`config.mk`:
```
export PLATFORM = sky130hd
export DESIGN_NAME = power_mode_reset_control
export DESIGN_NICKNAME = d
export VERILOG_FILES = /design/src/hdl/power_mode_pkg.sv /design/src/hdl/power_mode_reset_control.sv /design/src/hdl/reset_filter.sv
export SDC_FILE = /design/constraint.sdc
export NUM_CORES = 1
export LEC_CHECK = 0
export ABC_AREA = 1
export BUFFER_PORTS_ARGS = -buffer_cell sky130_fd_sc_hd__buf_4
export CORE_MARGIN = 1
export CORE_UTILIZATION = 40
export CTS_CLUSTER_DIAMETER = 150
export CTS_CLUSTER_SIZE = 28
export DETAILED_ROUTE_END_ITERATION = 12
export MAX_ROUTING_LAYER = met4
export PLACE_DENSITY = 0.57
export SLEW_MARGIN = 5
export SYNTH_ARGS = -nofsm -noshare
export SYNTH_HDL_FRONTEND = slang
export SYNTH_SLANG_ARGS = --single-unit
```
`constraint.sdc`:
```
create_clock -name clk_in -period 3.6 [get_ports clk_in]
set_input_delay 0.72 -clock clk_in [delete_from_list [all_inputs] [get_ports clk_in]]
set_output_delay 0.72 -clock clk_in [all_outputs]
set_load 0.03 [all_outputs]
```
`src/hdl/power_mode_pkg.sv`:
```
// Constants, register map and state encodings shared by the power mode and reset control
package power_mode_pkg;
	localparam int unsigned CLK_PERIOD_NS = 100;
	localparam int unsigned SPIKE_NS      = 50;
	localparam int unsigned SPIKE_RAW     = (SPIKE_NS + CLK_PERIOD_NS - 1) / CLK_PERIOD_NS;
	localparam int unsigned FILT_CYCLES   = (SPIKE_RAW < 1) ? 1 : SPIKE_RAW;
	localparam int unsigned FILT_CNT_W    = 8;

	localparam int unsigned ADDR_W = 8;
	localparam int unsigned DATA_W = 32;

	localparam logic [ADDR_W-1:0] OFS_CTRL      = 8'h00;
	localparam logic [ADDR_W-1:0] OFS_STATUS    = 8'h04;
	localparam logic [ADDR_W-1:0] OFS_WAKE      = 8'h08;
	localparam logic [ADDR_W-1:0] OFS_FLAGS     = 8'h0C;
	localparam logic [ADDR_W-1:0] OFS_ALARM     = 8'h10;
	localparam logic [ADDR_W-1:0] OFS_RTC_COUNT = 8'h14;

	localparam int unsigned WAKE_N        = 3;
	localparam int unsigned WAKE_UART     = 0;
	localparam int unsigned WAKE_USB      = 1;
	localparam int unsigned WAKE_CLK      = 2;
	localparam int unsigned CTRL_STOP_BIT = 0;
	localparam int unsigned CTRL_RUN_BIT  = 1;
	localparam int unsigned CTRL_ACK_BIT  = 2;
	localparam int unsigned CTRL_MASK_LSB = 4;
	localparam int unsigned STAT_REQ_BIT  = 0;
	localparam int unsigned STAT_SLOW_BIT = 1;
	localparam int unsigned STAT_SBY_BIT  = 2;
	localparam int unsigned STAT_ST_LSB   = 4;
	localparam int unsigned FLAG_DEBUG    = 0;
	localparam int unsigned FLAG_RTC      = 1;
	localparam int unsigned FLAG_N        = 2;

	localparam logic [WAKE_N-1:0] MASK_RESET  = 3'h7;
	localparam logic [DATA_W-1:0] ALARM_RESET = 32'hFFFF_FFFF;
	localparam logic [DATA_W-1:0] ZERO_WORD   = 32'h0000_0000;

	typedef enum logic [1:0] {
		ST_RUN     = 2'b00,
		ST_STOPPED = 2'b01,
		ST_SLOW    = 2'b11,
		ST_RESUME  = 2'b10
	} stop_state_e;
endpackage

```
`src/hdl/power_mode_reset_control.sv`:
```
// Stop/standby mode control, reset filtering and reset-kept registers behind Avalon-MM
// How it works
// - Any enabled wake event drops the stop request.
// - Wake sources are UART receive, USB wake and main clock activity.
// - The stop request is a pin, so its fall tells the outside of exit.
// - After the stop request drops, the block runs in slow mode.
// - Standby exit is only through system reset; the RTC counter keeps counting.
// - Standby acknowledge is given by software only while the manager requests it.
// - System reset leaves the RTC and debug sections untouched.
// - System reset input rejects spikes below 50 ns; its one-cycle filter passes any low level seen on one edge.
// - RTC reset clears only the RTC section, with the same filtering.
// - Debug reset clears only debug logic, rejecting spikes below 50 ns; its one-cycle filter passes any level seen on one edge.
// - System reset clears every reset-cause flag.
// - System reset keeps the RTC running; power-on reset clears both.
// - Alarm registers go to all ones only on RTC reset or power-on reset.
//
// Added by the designer: the Avalon-MM interface to the registers and the address map.
`timescale 1ns/1ps
module power_mode_reset_control
	import power_mode_pkg::*;
(
	input  wire logic              clk_in,
	input  wire logic              resetn_in,
	input  wire logic              ce_in,
	input  wire logic              system_reset_in_n,
	input  wire logic              rtc_reset_in,
	input  wire logic              debug_reset_in,
	input  wire logic              uart_rx_wake_in,
	input  wire logic              usb_wake_in,
	input  wire logic              main_clk_active_in,
	input  wire logic              standby_request_in,
	input  wire logic              rtc_tick_in,
	input  wire logic [ADDR_W-1:0] avs_address_in,
	input  wire logic              avs_read_in,
	input  wire logic              avs_write_in,
	input  wire logic [DATA_W-1:0] avs_writedata_in,
	output logic      [DATA_W-1:0] avs_readdata_out,
	output logic                   avs_waitrequest_out,
	output logic                   stop_req_out,
	output logic                   slow_mode_out,
	output logic                   standby_ack_out,
	output logic                   system_reset_out,
	output logic                   rtc_reset_out,
	output logic                   debug_reset_out
);
	logic              sys_ok;
	logic              rtc_idle;
	logic              dbg_idle;
	logic              sys_rst_r;
	logic              rtc_rst_r;
	logic              dbg_rst_r;
	logic              req;
	logic              ack_r;
	logic              ack_nxt;
	logic [DATA_W-1:0] rdata_r;
	logic [DATA_W-1:0] rdata_nxt;
	logic              wr;
	stop_state_e       state_r;
	stop_state_e       state_nxt;
	logic              stop_req_r;
	logic              stop_req_nxt;
	logic              slow_r;
	logic              slow_nxt;
	logic [WAKE_N-1:0] mask_r;
	logic [WAKE_N-1:0] mask_nxt;
	logic              sby_ack_r;
	logic              sby_ack_nxt;
	logic [WAKE_N-1:0] cause_r;
	logic [WAKE_N-1:0] cause_nxt;
	logic [FLAG_N-1:0] flags_r;
	logic [FLAG_N-1:0] flags_nxt;
	logic [WAKE_N-1:0] wake_src;
	logic              wake;
	logic [DATA_W-1:0] alarm_r;
	logic [DATA_W-1:0] alarm_nxt;
	logic [DATA_W-1:0] count_r;
	logic [DATA_W-1:0] count_nxt;

	function automatic logic hit(input logic [ADDR_W-1:0] ofs);
		return wr && (avs_address_in == ofs);
	endfunction

	reset_filter u_sys_filter (
		.clk_in     (clk_in),
		.resetn_in  (resetn_in),
		.ce_in      (ce_in),
		.level_in   (system_reset_in_n),
		.active_out (sys_ok)
	);

	reset_filter u_rtc_filter (
		.clk_in     (clk_in),
		.resetn_in  (resetn_in),
		.ce_in      (ce_in),
		.level_in   (!rtc_reset_in),
		.active_out (rtc_idle)
	);

	reset_filter u_dbg_filter (
		.clk_in     (clk_in),
		.resetn_in  (resetn_in),
		.ce_in      (ce_in),
		.level_in   (!debug_reset_in),
		.active_out (dbg_idle)
	);

	// Filtered resets, registered once more for the outputs
	always_ff @(posedge clk_in or negedge resetn_in) begin
		if (!resetn_in) begin
			sys_rst_r <= 1'b1;
			rtc_rst_r <= 1'b1;
			dbg_rst_r <= 1'b1;
		end else if (ce_in) begin
			sys_rst_r <= !sys_ok;
			rtc_rst_r <= !rtc_idle;
			dbg_rst_r <= !dbg_idle;
		end
	end

	// Avalon slave: one wait cycle; a write commits where waitrequest is low
	assign req = (avs_read_in || avs_write_in) && !sys_rst_r;
	assign wr  = avs_write_in && req && ack_r;

	always_comb begin
		ack_nxt   = req && !ack_r;
		rdata_nxt = rdata_r;
		if (req && !ack_r) begin
			unique case (avs_address_in)
				OFS_CTRL:      rdata_nxt = DATA_W'({mask_r, 1'b0, sby_ack_r, 2'b00});
				OFS_STATUS:    rdata_nxt = DATA_W'({state_r, 1'b0, standby_request_in,
					slow_r, stop_req_r});
				OFS_WAKE:      rdata_nxt = DATA_W'(cause_r);
				OFS_FLAGS:     rdata_nxt = DATA_W'(flags_r);
				OFS_ALARM:     rdata_nxt = alarm_r;
				OFS_RTC_COUNT: rdata_nxt = count_r;
				default:       rdata_nxt = ZERO_WORD;
			endcase
		end
	end

	always_ff @(posedge clk_in or negedge resetn_in) begin
		if (!resetn_in) begin
			ack_r   <= 1'b0;
			rdata_r <= ZERO_WORD;
		end else if (ce_in) begin
			ack_r   <= ack_nxt;
			rdata_r <= rdata_nxt;
		end
	end

	// Stop mode, wake-up and standby handshake
	assign wake_src = {main_clk_active_in, usb_wake_in, uart_rx_wake_in};
	assign wake     = |(wake_src & mask_r);

	always_comb begin
		state_nxt    = state_r;
		stop_req_nxt = stop_req_r;
		slow_nxt     = slow_r;
		mask_nxt     = mask_r;
		sby_ack_nxt  = sby_ack_r && standby_request_in;
		cause_nxt    = cause_r;
		flags_nxt    = flags_r;
		if (hit(OFS_CTRL)) begin
			mask_nxt    = avs_writedata_in[CTRL_MASK_LSB +: WAKE_N];
			sby_ack_nxt = avs_writedata_in[CTRL_ACK_BIT] && standby_request_in;
		end
		if (hit(OFS_WAKE)) begin
			cause_nxt = cause_r & ~avs_writedata_in[WAKE_N-1:0];
		end
		if (hit(OFS_FLAGS)) begin
			flags_nxt = flags_r & ~avs_writedata_in[FLAG_N-1:0];
		end
		if (dbg_rst_r) begin
			flags_nxt[FLAG_DEBUG] = 1'b1;
		end
		if (rtc_rst_r) begin
			flags_nxt[FLAG_RTC] = 1'b1;
		end
		unique case (state_r)
			ST_RUN: begin
				if (hit(OFS_CTRL) && avs_writedata_in[CTRL_STOP_BIT]) begin
					state_nxt    = ST_STOPPED;
					stop_req_nxt = 1'b1;
					slow_nxt     = 1'b1;
				end
			end
			ST_STOPPED: begin
				if (wake) begin
					state_nxt    = ST_SLOW;
					stop_req_nxt = 1'b0;
					slow_nxt     = 1'b1;
					cause_nxt    = cause_nxt | (wake_src & mask_r);
				end
			end
			ST_SLOW: begin
				if (hit(OFS_CTRL) && avs_writedata_in[CTRL_RUN_BIT]) begin
					state_nxt = ST_RESUME;
				end
			end
			ST_RESUME: begin
				state_nxt = ST_RUN;
				slow_nxt  = 1'b0;
			end
		endcase
	end

	always_ff @(posedge clk_in or negedge resetn_in) begin
		if (!resetn_in) begin
			state_r    <= ST_RUN;
			stop_req_r <= 1'b0;
			slow_r     <= 1'b0;
			mask_r     <= MASK_RESET;
			sby_ack_r  <= 1'b0;
			cause_r    <= '0;
			flags_r    <= '0;
		end else if (ce_in) begin
			if (sys_rst_r) begin
				state_r    <= ST_RUN;
				stop_req_r <= 1'b0;
				slow_r     <= 1'b0;
				mask_r     <= MASK_RESET;
				sby_ack_r  <= 1'b0;
				cause_r    <= '0;
				flags_r    <= '0;
			end else begin
				state_r    <= state_nxt;
				stop_req_r <= stop_req_nxt;
				slow_r     <= slow_nxt;
				mask_r     <= mask_nxt;
				sby_ack_r  <= sby_ack_nxt;
				cause_r    <= cause_nxt;
				flags_r    <= flags_nxt;
			end
		end
	end

	// RTC section: only the RTC reset or power-on touches it
	always_comb begin
		alarm_nxt = alarm_r;
		count_nxt = count_r;
		if (rtc_rst_r) begin
			alarm_nxt = ALARM_RESET;
			count_nxt = ZERO_WORD;
		end else begin
			if (hit(OFS_ALARM)) begin
				alarm_nxt = avs_writedata_in;
			end
			if (rtc_tick_in) begin
				count_nxt = count_r + 1'b1;
			end
		end
	end

	always_ff @(posedge clk_in or negedge resetn_in) begin
		if (!resetn_in) begin
			alarm_r <= ALARM_RESET;
			count_r <= ZERO_WORD;
		end else if (ce_in) begin
			alarm_r <= alarm_nxt;
			count_r <= count_nxt;
		end
	end

	assign avs_readdata_out    = rdata_r;
	assign avs_waitrequest_out = !ack_r;
	assign stop_req_out        = stop_req_r;
	assign slow_mode_out       = slow_r;
	assign standby_ack_out     = sby_ack_r;
	assign system_reset_out    = sys_rst_r;
	assign rtc_reset_out       = rtc_rst_r;
	assign debug_reset_out     = dbg_rst_r;
endmodule

```
`src/hdl/reset_filter.sv`:
```
// Spike filter and release synchroniser for one reset input
`timescale 1ns/1ps
module reset_filter
	import power_mode_pkg::*;
#(
	parameter int unsigned HOLD_CYCLES = FILT_CYCLES
) (
	input  wire logic clk_in,
	input  wire logic resetn_in,
	input  wire logic ce_in,
	input  wire logic level_in,
	output logic      active_out
);
	localparam logic [FILT_CNT_W-1:0] HOLD = FILT_CNT_W'(HOLD_CYCLES);

	logic                  sync1_r;
	logic                  sync2_r;
	logic [FILT_CNT_W-1:0] cnt_r;
	logic [FILT_CNT_W-1:0] cnt_nxt;
	logic                  active_r;
	logic                  active_nxt;

	always_comb begin
		cnt_nxt    = '0;
		active_nxt = active_r;
		if (sync2_r != active_r) begin
			cnt_nxt = cnt_r + 1'b1;
			if (cnt_r + 1'b1 >= HOLD) begin
				active_nxt = sync2_r;
				cnt_nxt    = '0;
			end
		end
	end

	always_ff @(posedge clk_in or negedge resetn_in) begin
		if (!resetn_in) begin
			// Come up asserted so every reset leaves only through the synchroniser
			sync1_r  <= 1'b0;
			sync2_r  <= 1'b0;
			cnt_r    <= '0;
			active_r <= 1'b0;
		end else if (ce_in) begin
			sync1_r  <= level_in;
			sync2_r  <= sync1_r;
			cnt_r    <= cnt_nxt;
			active_r <= active_nxt;
		end
	end

	assign active_out = active_r;
endmodule

```
==> reports/results.tsv, run 1 <==
stage	metric	value	unit
outcome	status	completed	
sta	RSZ-0062 raised after global routing	no	
pwr	clock network power share	43.3	%
synth	post-synthesis cell type count	33	
cts	Post-CTS Repair Setup Buffers	0	
routing	Pre-antenna DRT Iters	5	
global_route	global-route wire length before repair	34300	um
synth	dominant cells by area after synthesis	dfrtp_1 (35%), nand2_1 (15%), dfstp_2 (13%)	
place	DP Wirelength	15100	um
pwr	Leakage	4.60	nW
sta	clk_skew	0.0146	ns
setup_path	worst path cell trace	buf_4 > nor2_1 > nand3_1 > inv_1 > nand2_4 > inv_2 > nand2_2 > nand2_2 > o21ai_0 > o21ai_0	
sta	final worst path period need	2.50	ns
sta	setup_tns	0	ns
cts	H-tree depth	4	
pwr	pwr/cell area	473	nW/um^2
cts	clock tree buffer depth	2	
cts	Num CTS Buffers	17	
sta	Slew headroom	46.9	%
routing	total wire length	20800	um
cts	clock tree root driver cell	clkbuf_16	
routing	1st-iter DRT viols	472	
sta	Max Clock Freq	400	MHz
global_route	global route overflow	0	
synth	Synth area leader	dfrtp_1	
floorplanning	row count	50	
final_layout	Area Growth Syn to Fin	20.0	%
synth	Syn Nets	1106	
cts	Worst-path clk slew	0.06	ns
sta	final hold slack	0.342	ns
setup_path	reg2reg end	alarm_r[22]	
synth	Yosys Warn Count	0	
floorplanning	effective utilization at floorplan	40.9	%
place	RD Place Congestion	0.884	
global_route	vias in the first global route	6640	
global_route	GRT Overall Usage	23.1	%
place	Inst Count DP	1342	
setup_path	Critical-path top delay cell	nand2_2	
routing	DRC Markers	0	
worst_hold_path	path type of the worst min-delay path	input port to async pin	
setup_path	CP Capture Type	flop	
setup_path	WP data required	3.93	ns
cts	cts repair resizes	0	
final_layout	Reg area	3700	um^2
cts	Sink Count	146	
setup_path	CP max stage delay	0.63	ns
routing	detailed-route via count	6891	
synth	synthesized area	7680	um^2
final_layout	share of cells above drive strength 1	15.9	%
final_layout	ant diodes	0	
floorplanning	I/O pin cnt	92	
run	maxcap violations	0	
cts	worst skew pair latency	0.43	ns
global_route	initial antenna violation count	0	
synth	sequential fraction of the synthesis area	48.2	%
final_layout	area occupied by multi-input gates	3310	um^2
routing	Antenna Nets Post-Route	0	
setup_path	register-to-register setup slack	1.21	ns
sta	max-slew violations	0	
sta	Final Cycle Share	69.4	%
pwr	VDD IR max	335	uV
sta	worst slew pin tran	0.796	ns
final_layout	layout net count	1194	
routing	via/cell ratio	5.02	
floorplanning	full die area	19800	um^2
pwr	Combinational Power Share	13.2	%
synth	Syn Area/Cell	7.39	um^2
final_layout	fill count	1923	
setup_path	nature of the critical path startpoint	input port	
synth	Yosys top cell area share	35.2	%
pwr	Final Power	4.36	mW
setup_path	path type of the worst setup path	input port to flop	
pwr	Net Sw Frac	27.5	%
synth	synthesized instance count	1039	
pwr	internal power	3.16	mW
cts	CTS hold repair buffers	0	
sta	Final Hold Viols	0	
final_layout	post-route insts no fill	1374	
setup_path	RR Startpoint	system_reset_out	
floorplanning	Die Wd	141	um
pwr	Seq pwr share	43.5	%
routing	DR WL/cell	15.2	um
pwr	P_sw	1.20	mW
floorplanning	Die Ht	141	um
setup_path	worst-path maximum fanout	49	
setup_path	Reg2Reg Depth	7	
place	port bufs	91	
sta	setup violators final	0	
floorplanning	Core ar.	18800	um^2
synth	flops & latches, synth	146	
cts	CTS tree	built	
global_route	largest net degree at the start of global routing	82	
setup_path	Worst EP arrival	2.83	ns
==> power groups by stage <==
stage	Combinational (mW)	Clock, mW	Sequential [mW]
after CTS	0.582	1.92	1.89
after detailed placement	0.578	0	1.92
after global routing	0.656	2.00	1.91
after global placement	0.569	0	1.92
final	0.574	1.89	1.90
after floorplan	0.332	0	1.93
==> state kept, by name, indices dropped and copies added (netlist names), 2 cells and up <==
name / flops
alarm_r: 32
avs_readdata_out: 32
mask_r: 3
cause_r: 3
count_r: 32
u_dbg_filter.cnt_r: 8
state_r: 2
u_rtc_filter.cnt_r: 8
u_sys_filter.cnt_r: 8
flags_r: 2
==> kinds of logic (layout without fill, tap and decap cells) <==
logic type,after synthesis,after routing,synth area share (%)
AOI/OAI and AO/OA,139,139,9.60
xor gates and xnor gates,7,7,0.799
and+or+nand+nor,561,561,30.4
DFF,146,146,48.2
adders and majority gates,14,14,2.28
buffers and inverters,172,273,8.72
==> per-stage QoR <==
| stage | utilization, % | worst slack [ns] | instance area (um^2) |
|---|---|---|---|
| 6_report | 49.1 | 1.10 | 9220 |
| 5_1_grt | 49.1 | 0.757 | 9220 |
| 4_1_cts | 49.1 | 1.09 | 9220 |
| 3_5_place_dp | 45.8 | 0.649 | 8600 |
| 3_3_place_gp | 45.8 | 0.787 | 8600 |
| 2_1_floorplan | - | 1.72 | 7680 |
==> layer usage <==
metal	up-vias	GRT usage [%]	share of wire [%]
met1	3251	31.1	48
li1	3477	-	-
met2	136	35.8	47
met4	0	7.55	1.9
met3	27	3.62	3.1
met5	-	-	0
==> layout make-up <==
type,count,area share [%]
Inverter,142,5.78
Clock inverter,13,2.00
Timing Repair Buffer,99,8.24
Tap cell,234,3.18
Clock buffer,19,4.70
Sequential cell,146,40.2
Multi-Input combinational cell,721,35.9
==> worst max path at each step <==
stage | start | slack [ns] | depth (start not counted) | to
CTS | avs_address_in[1] | 1.09 | 10 | alarm_r[22]
finish | avs_address_in[1] | 1.10 | 10 | alarm_r[22]
detailed placement | avs_address_in[1] | 0.65 | 10 | alarm_r[22]
global route | avs_address_in[1] | 0.76 | 10 | alarm_r[22]
global placement | avs_address_in[1] | 0.79 | 10 | alarm_r[17]
floorplan | avs_address_in[1] | 1.72 | 8 | state_r[0]
==> worst max-delay path, delay by kind of cell <==
family	cells	cell delay (ns)
buffers and inverters	3	0.50
AND/OR/NAND/NOR	5	1.25
AO/OA/AOI/OAI	2	0.34
==> cell usage after synthesis (all sizes together) <==
cell / count
a211oi: 2
a21oi: 24
and3: 1
xor2: 6
xnor2: 1
o21bai: 2
a21o: 1
a31oi: 2
nor4: 1
clkinv: 1
inv: 141
or2: 1
o211ai: 2
dfstp: 38
nand2: 304
nor3: 26
o21ai: 89
nor2: 127
nand4: 22
buf: 9
ha: 14
dfrtp: 108
clkbuf: 21
nand3: 79
o22ai: 17
==> cell usage in the layout (no fill, tap or decap), types with 6 or more instances in the layout <==
master,synthesis,layout
inv_1,135,135
o21ai_0,88,88
o22ai_1,17,17
a21oi_1,24,24
nand3_1,79,79
buf_4,0,97
nor3_1,24,24
dfrtp_1,108,108
inv_2,6,6
ha_1,14,14
nand2_1,300,300
xor2_1,6,6
nor2_1,126,126
clkbuf_16,0,17
dfstp_2,38,38
nand4_1,22,22
(Power assumes the default switching activity.)
==> run 2: changes to the inputs <==
==> constraint.sdc (replaced) <==
create_clock -name clk_in -period 2.35 [get_ports clk_in]
set_input_delay 0.47 -clock clk_in [delete_from_list [all_inputs] [get_ports clk_in]]
set_output_delay 0.47 -clock clk_in [all_outputs]
set_load 0.03 [all_outputs]
==> run 2 against run 1 <==
Non-clock buffer count increased by 10. Hold slack got worse by 0.11 ns. Worst setup slack got worse by 0.64 ns. Die area unchanged. Power increased by 50%. Register-to-register slack got worse by 0.75 ns. Via count increased by 0.96%. Combinational power increased by 57%. Critical path depth decreased by 2. Global-route usage decreased by 0.34 points. Sequential power increased by 53%. Largest power group unchanged.
==> reports/results.tsv, run 2 (same netlist as run 1, synthesis figures left out) <==
stage	metric	value	unit
cts	Sink Count	146	
setup_path	reg2reg end	alarm_r[3]	
setup_path	Reg2Reg Depth	8	
sta	setup violators final	0	
sta	worst slew pin tran	0.652	ns
pwr	pwr/cell area	703	nW/um^2
setup_path	Critical-path top delay cell	dfstp_2	
cts	clock tree root driver cell	clkbuf_16	
routing	total wire length	20700	um
sta	Final Hold Viols	0	
sta	Final Cycle Share	80.3	%
setup_path	cell family with most CP delay	simple AND/OR/NAND/NOR gates	
sta	clk_skew	0.00806	ns
sta	max-slew violations	0	
global_route	global route overflow	0	
cts	clock tree buffer depth	2	
final_layout	layout net count	1204	
routing	DRC Markers	0	
global_route	GRT Overall Usage	22.8	%
place	DP Wirelength	15100	um
routing	1st-iter DRT viols	526	
setup_path	CP Capture Type	flop	
global_route	initial antenna violation count	0	
floorplanning	Die Wd	141	um
setup_path	CP max stage delay	0.40	ns
routing	via/cell ratio	5.03	
place	pre-CTS WS	0.308	ns
sta	setup_tns	0	ns
floorplanning	full die area	19800	um^2
cts	Post-CTS Repair Setup Buffers	0	
setup_path	nature of the critical path startpoint	flop	
final_layout	ant diodes	0	
routing	DR WL/cell	14.9	um
floorplanning	I/O pin cnt	92	
sta	Slew headroom	56.2	%
final_layout	most frequent cells in the layout	nand2_1 (300), inv_1 (135), nor2_1 (126), dfrtp_1 (108), buf_4 (104)	
floorplanning	Core ar.	18800	um^2
final_layout	Area Growth Syn to Fin	21.0	%
floorplanning	effective utilization at floorplan	40.9	%
pwr	Leakage	4.63	nW
setup_path	Critical Path Start	system_reset_out	
pwr	VDD IR max	530	uV
setup_path	worst-path maximum fanout	49	
final_layout	area occupied by multi-input gates	3310	um^2
global_route	largest net degree at the start of global routing	50	
run	maxcap violations	0	
setup_path	WP depth	8	
sta	final hold slack	0.237	ns
routing	detailed-route via count	6957	
floorplanning	Die Ht	141	um
final_layout	Reg area	3700	um^2
final_layout	commonest non-fill, non-tap cell in the layout	nand2_1	
routing	Pre-antenna DRT Iters	5	
setup_path	CP bufs+invs	2	
global_route	vias in the first global route	6506	
sta	RSZ-0062 raised after global routing	no	
setup_path	path type of the worst setup path	flop to flop	
sta	PnR worst setup slack	0.463	ns
final_layout	share of cells above drive strength 1	16.7	%
place	port bufs	91	
cts	H-tree depth	4	
sta	final worst path period need	1.89	ns
setup_path	WP data required	2.69	ns
final_layout	fill count	1893	
floorplanning	row count	50	
setup_path	RR Startpoint	system_reset_out	
setup_path	CP endpoint	alarm_r[3]	
cts	Worst-path clk slew	0.06	ns
cts	worst skew pair latency	0.43	ns
worst_hold_path	path type of the worst min-delay path	input port to flop	
cts	Num CTS Buffers	17	
sta	Max Clock Freq	530	MHz
routing	Antenna Nets Post-Route	0	
setup_path	Worst EP arrival	2.23	ns
cts	CTS tree	built	
outcome	status	completed	
setup_path	register-to-register setup slack	0.46	ns
setup_path	worst path cell trace	inv_1 > nand3_1 > nor2_1 > nand2_2 > nand2_2 > buf_12 > o21ai_0 > o21ai_0	
cts	cts repair resizes	0	
cts	CTS hold repair buffers	1	
global_route	global-route wire length before repair	33900	um
place	RD Place Congestion	0.881	
run 2: per-stage QoR:
step	power (mW)	area [um^2]	std cells	util (%)
finish	6.53	9290	1384	49.5
floorplan	3.46	7680	1039	-
global placement	3.84	8690	1351	46.3
global route	6.83	9290	1384	49.5
CTS	6.58	9290	1384	49.5
detailed placement	3.84	8690	1351	46.3
run 2: worst min-delay path by stage:
stage,from,cells after the start,to
after CTS,rtc_reset_in,2,u_rtc_filter.sync1_r
after floorplan,resetn_in,0,ack_r
after detailed placement,resetn_in,1,count_r[14]
after global routing,debug_reset_in,2,u_dbg_filter.sync1_r
final,rtc_reset_in,2,u_rtc_filter.sync1_r
after global placement,u_sys_filter.active_out,1,system_reset_out
run 2: power breakdown:
group | switching [mW] | internal (mW) | total [mW]
logic | 0.587 | 0.314 | 0.901
registers | 0.135 | 2.76 | 2.90
clock network | 1.21 | 1.52 | 2.73
run 2: layer usage:
layer / part of all wire (%) / wire length (um) / GRT usage (%)
met2: 47 / 9760 / 36.2
met5: 0 / 0 / -
met4: 1.6 / 323 / 6.41
met3: 4.2 / 871 / 4.14
met1: 47 / 9700 / 29.9
run 2: layout make-up:
| type | instances | share of cell area, % |
|---|---|---|
| Inverter | 142 | 5.74 |
| Clock inverter | 14 | 1.56 |
| Timing Repair Buffer | 109 | 9.28 |
| Tap cell | 234 | 3.15 |
| Sequential cell | 146 | 39.9 |
| Clock buffer | 18 | 4.73 |
| Multi-Input combinational cell | 721 | 35.7 |
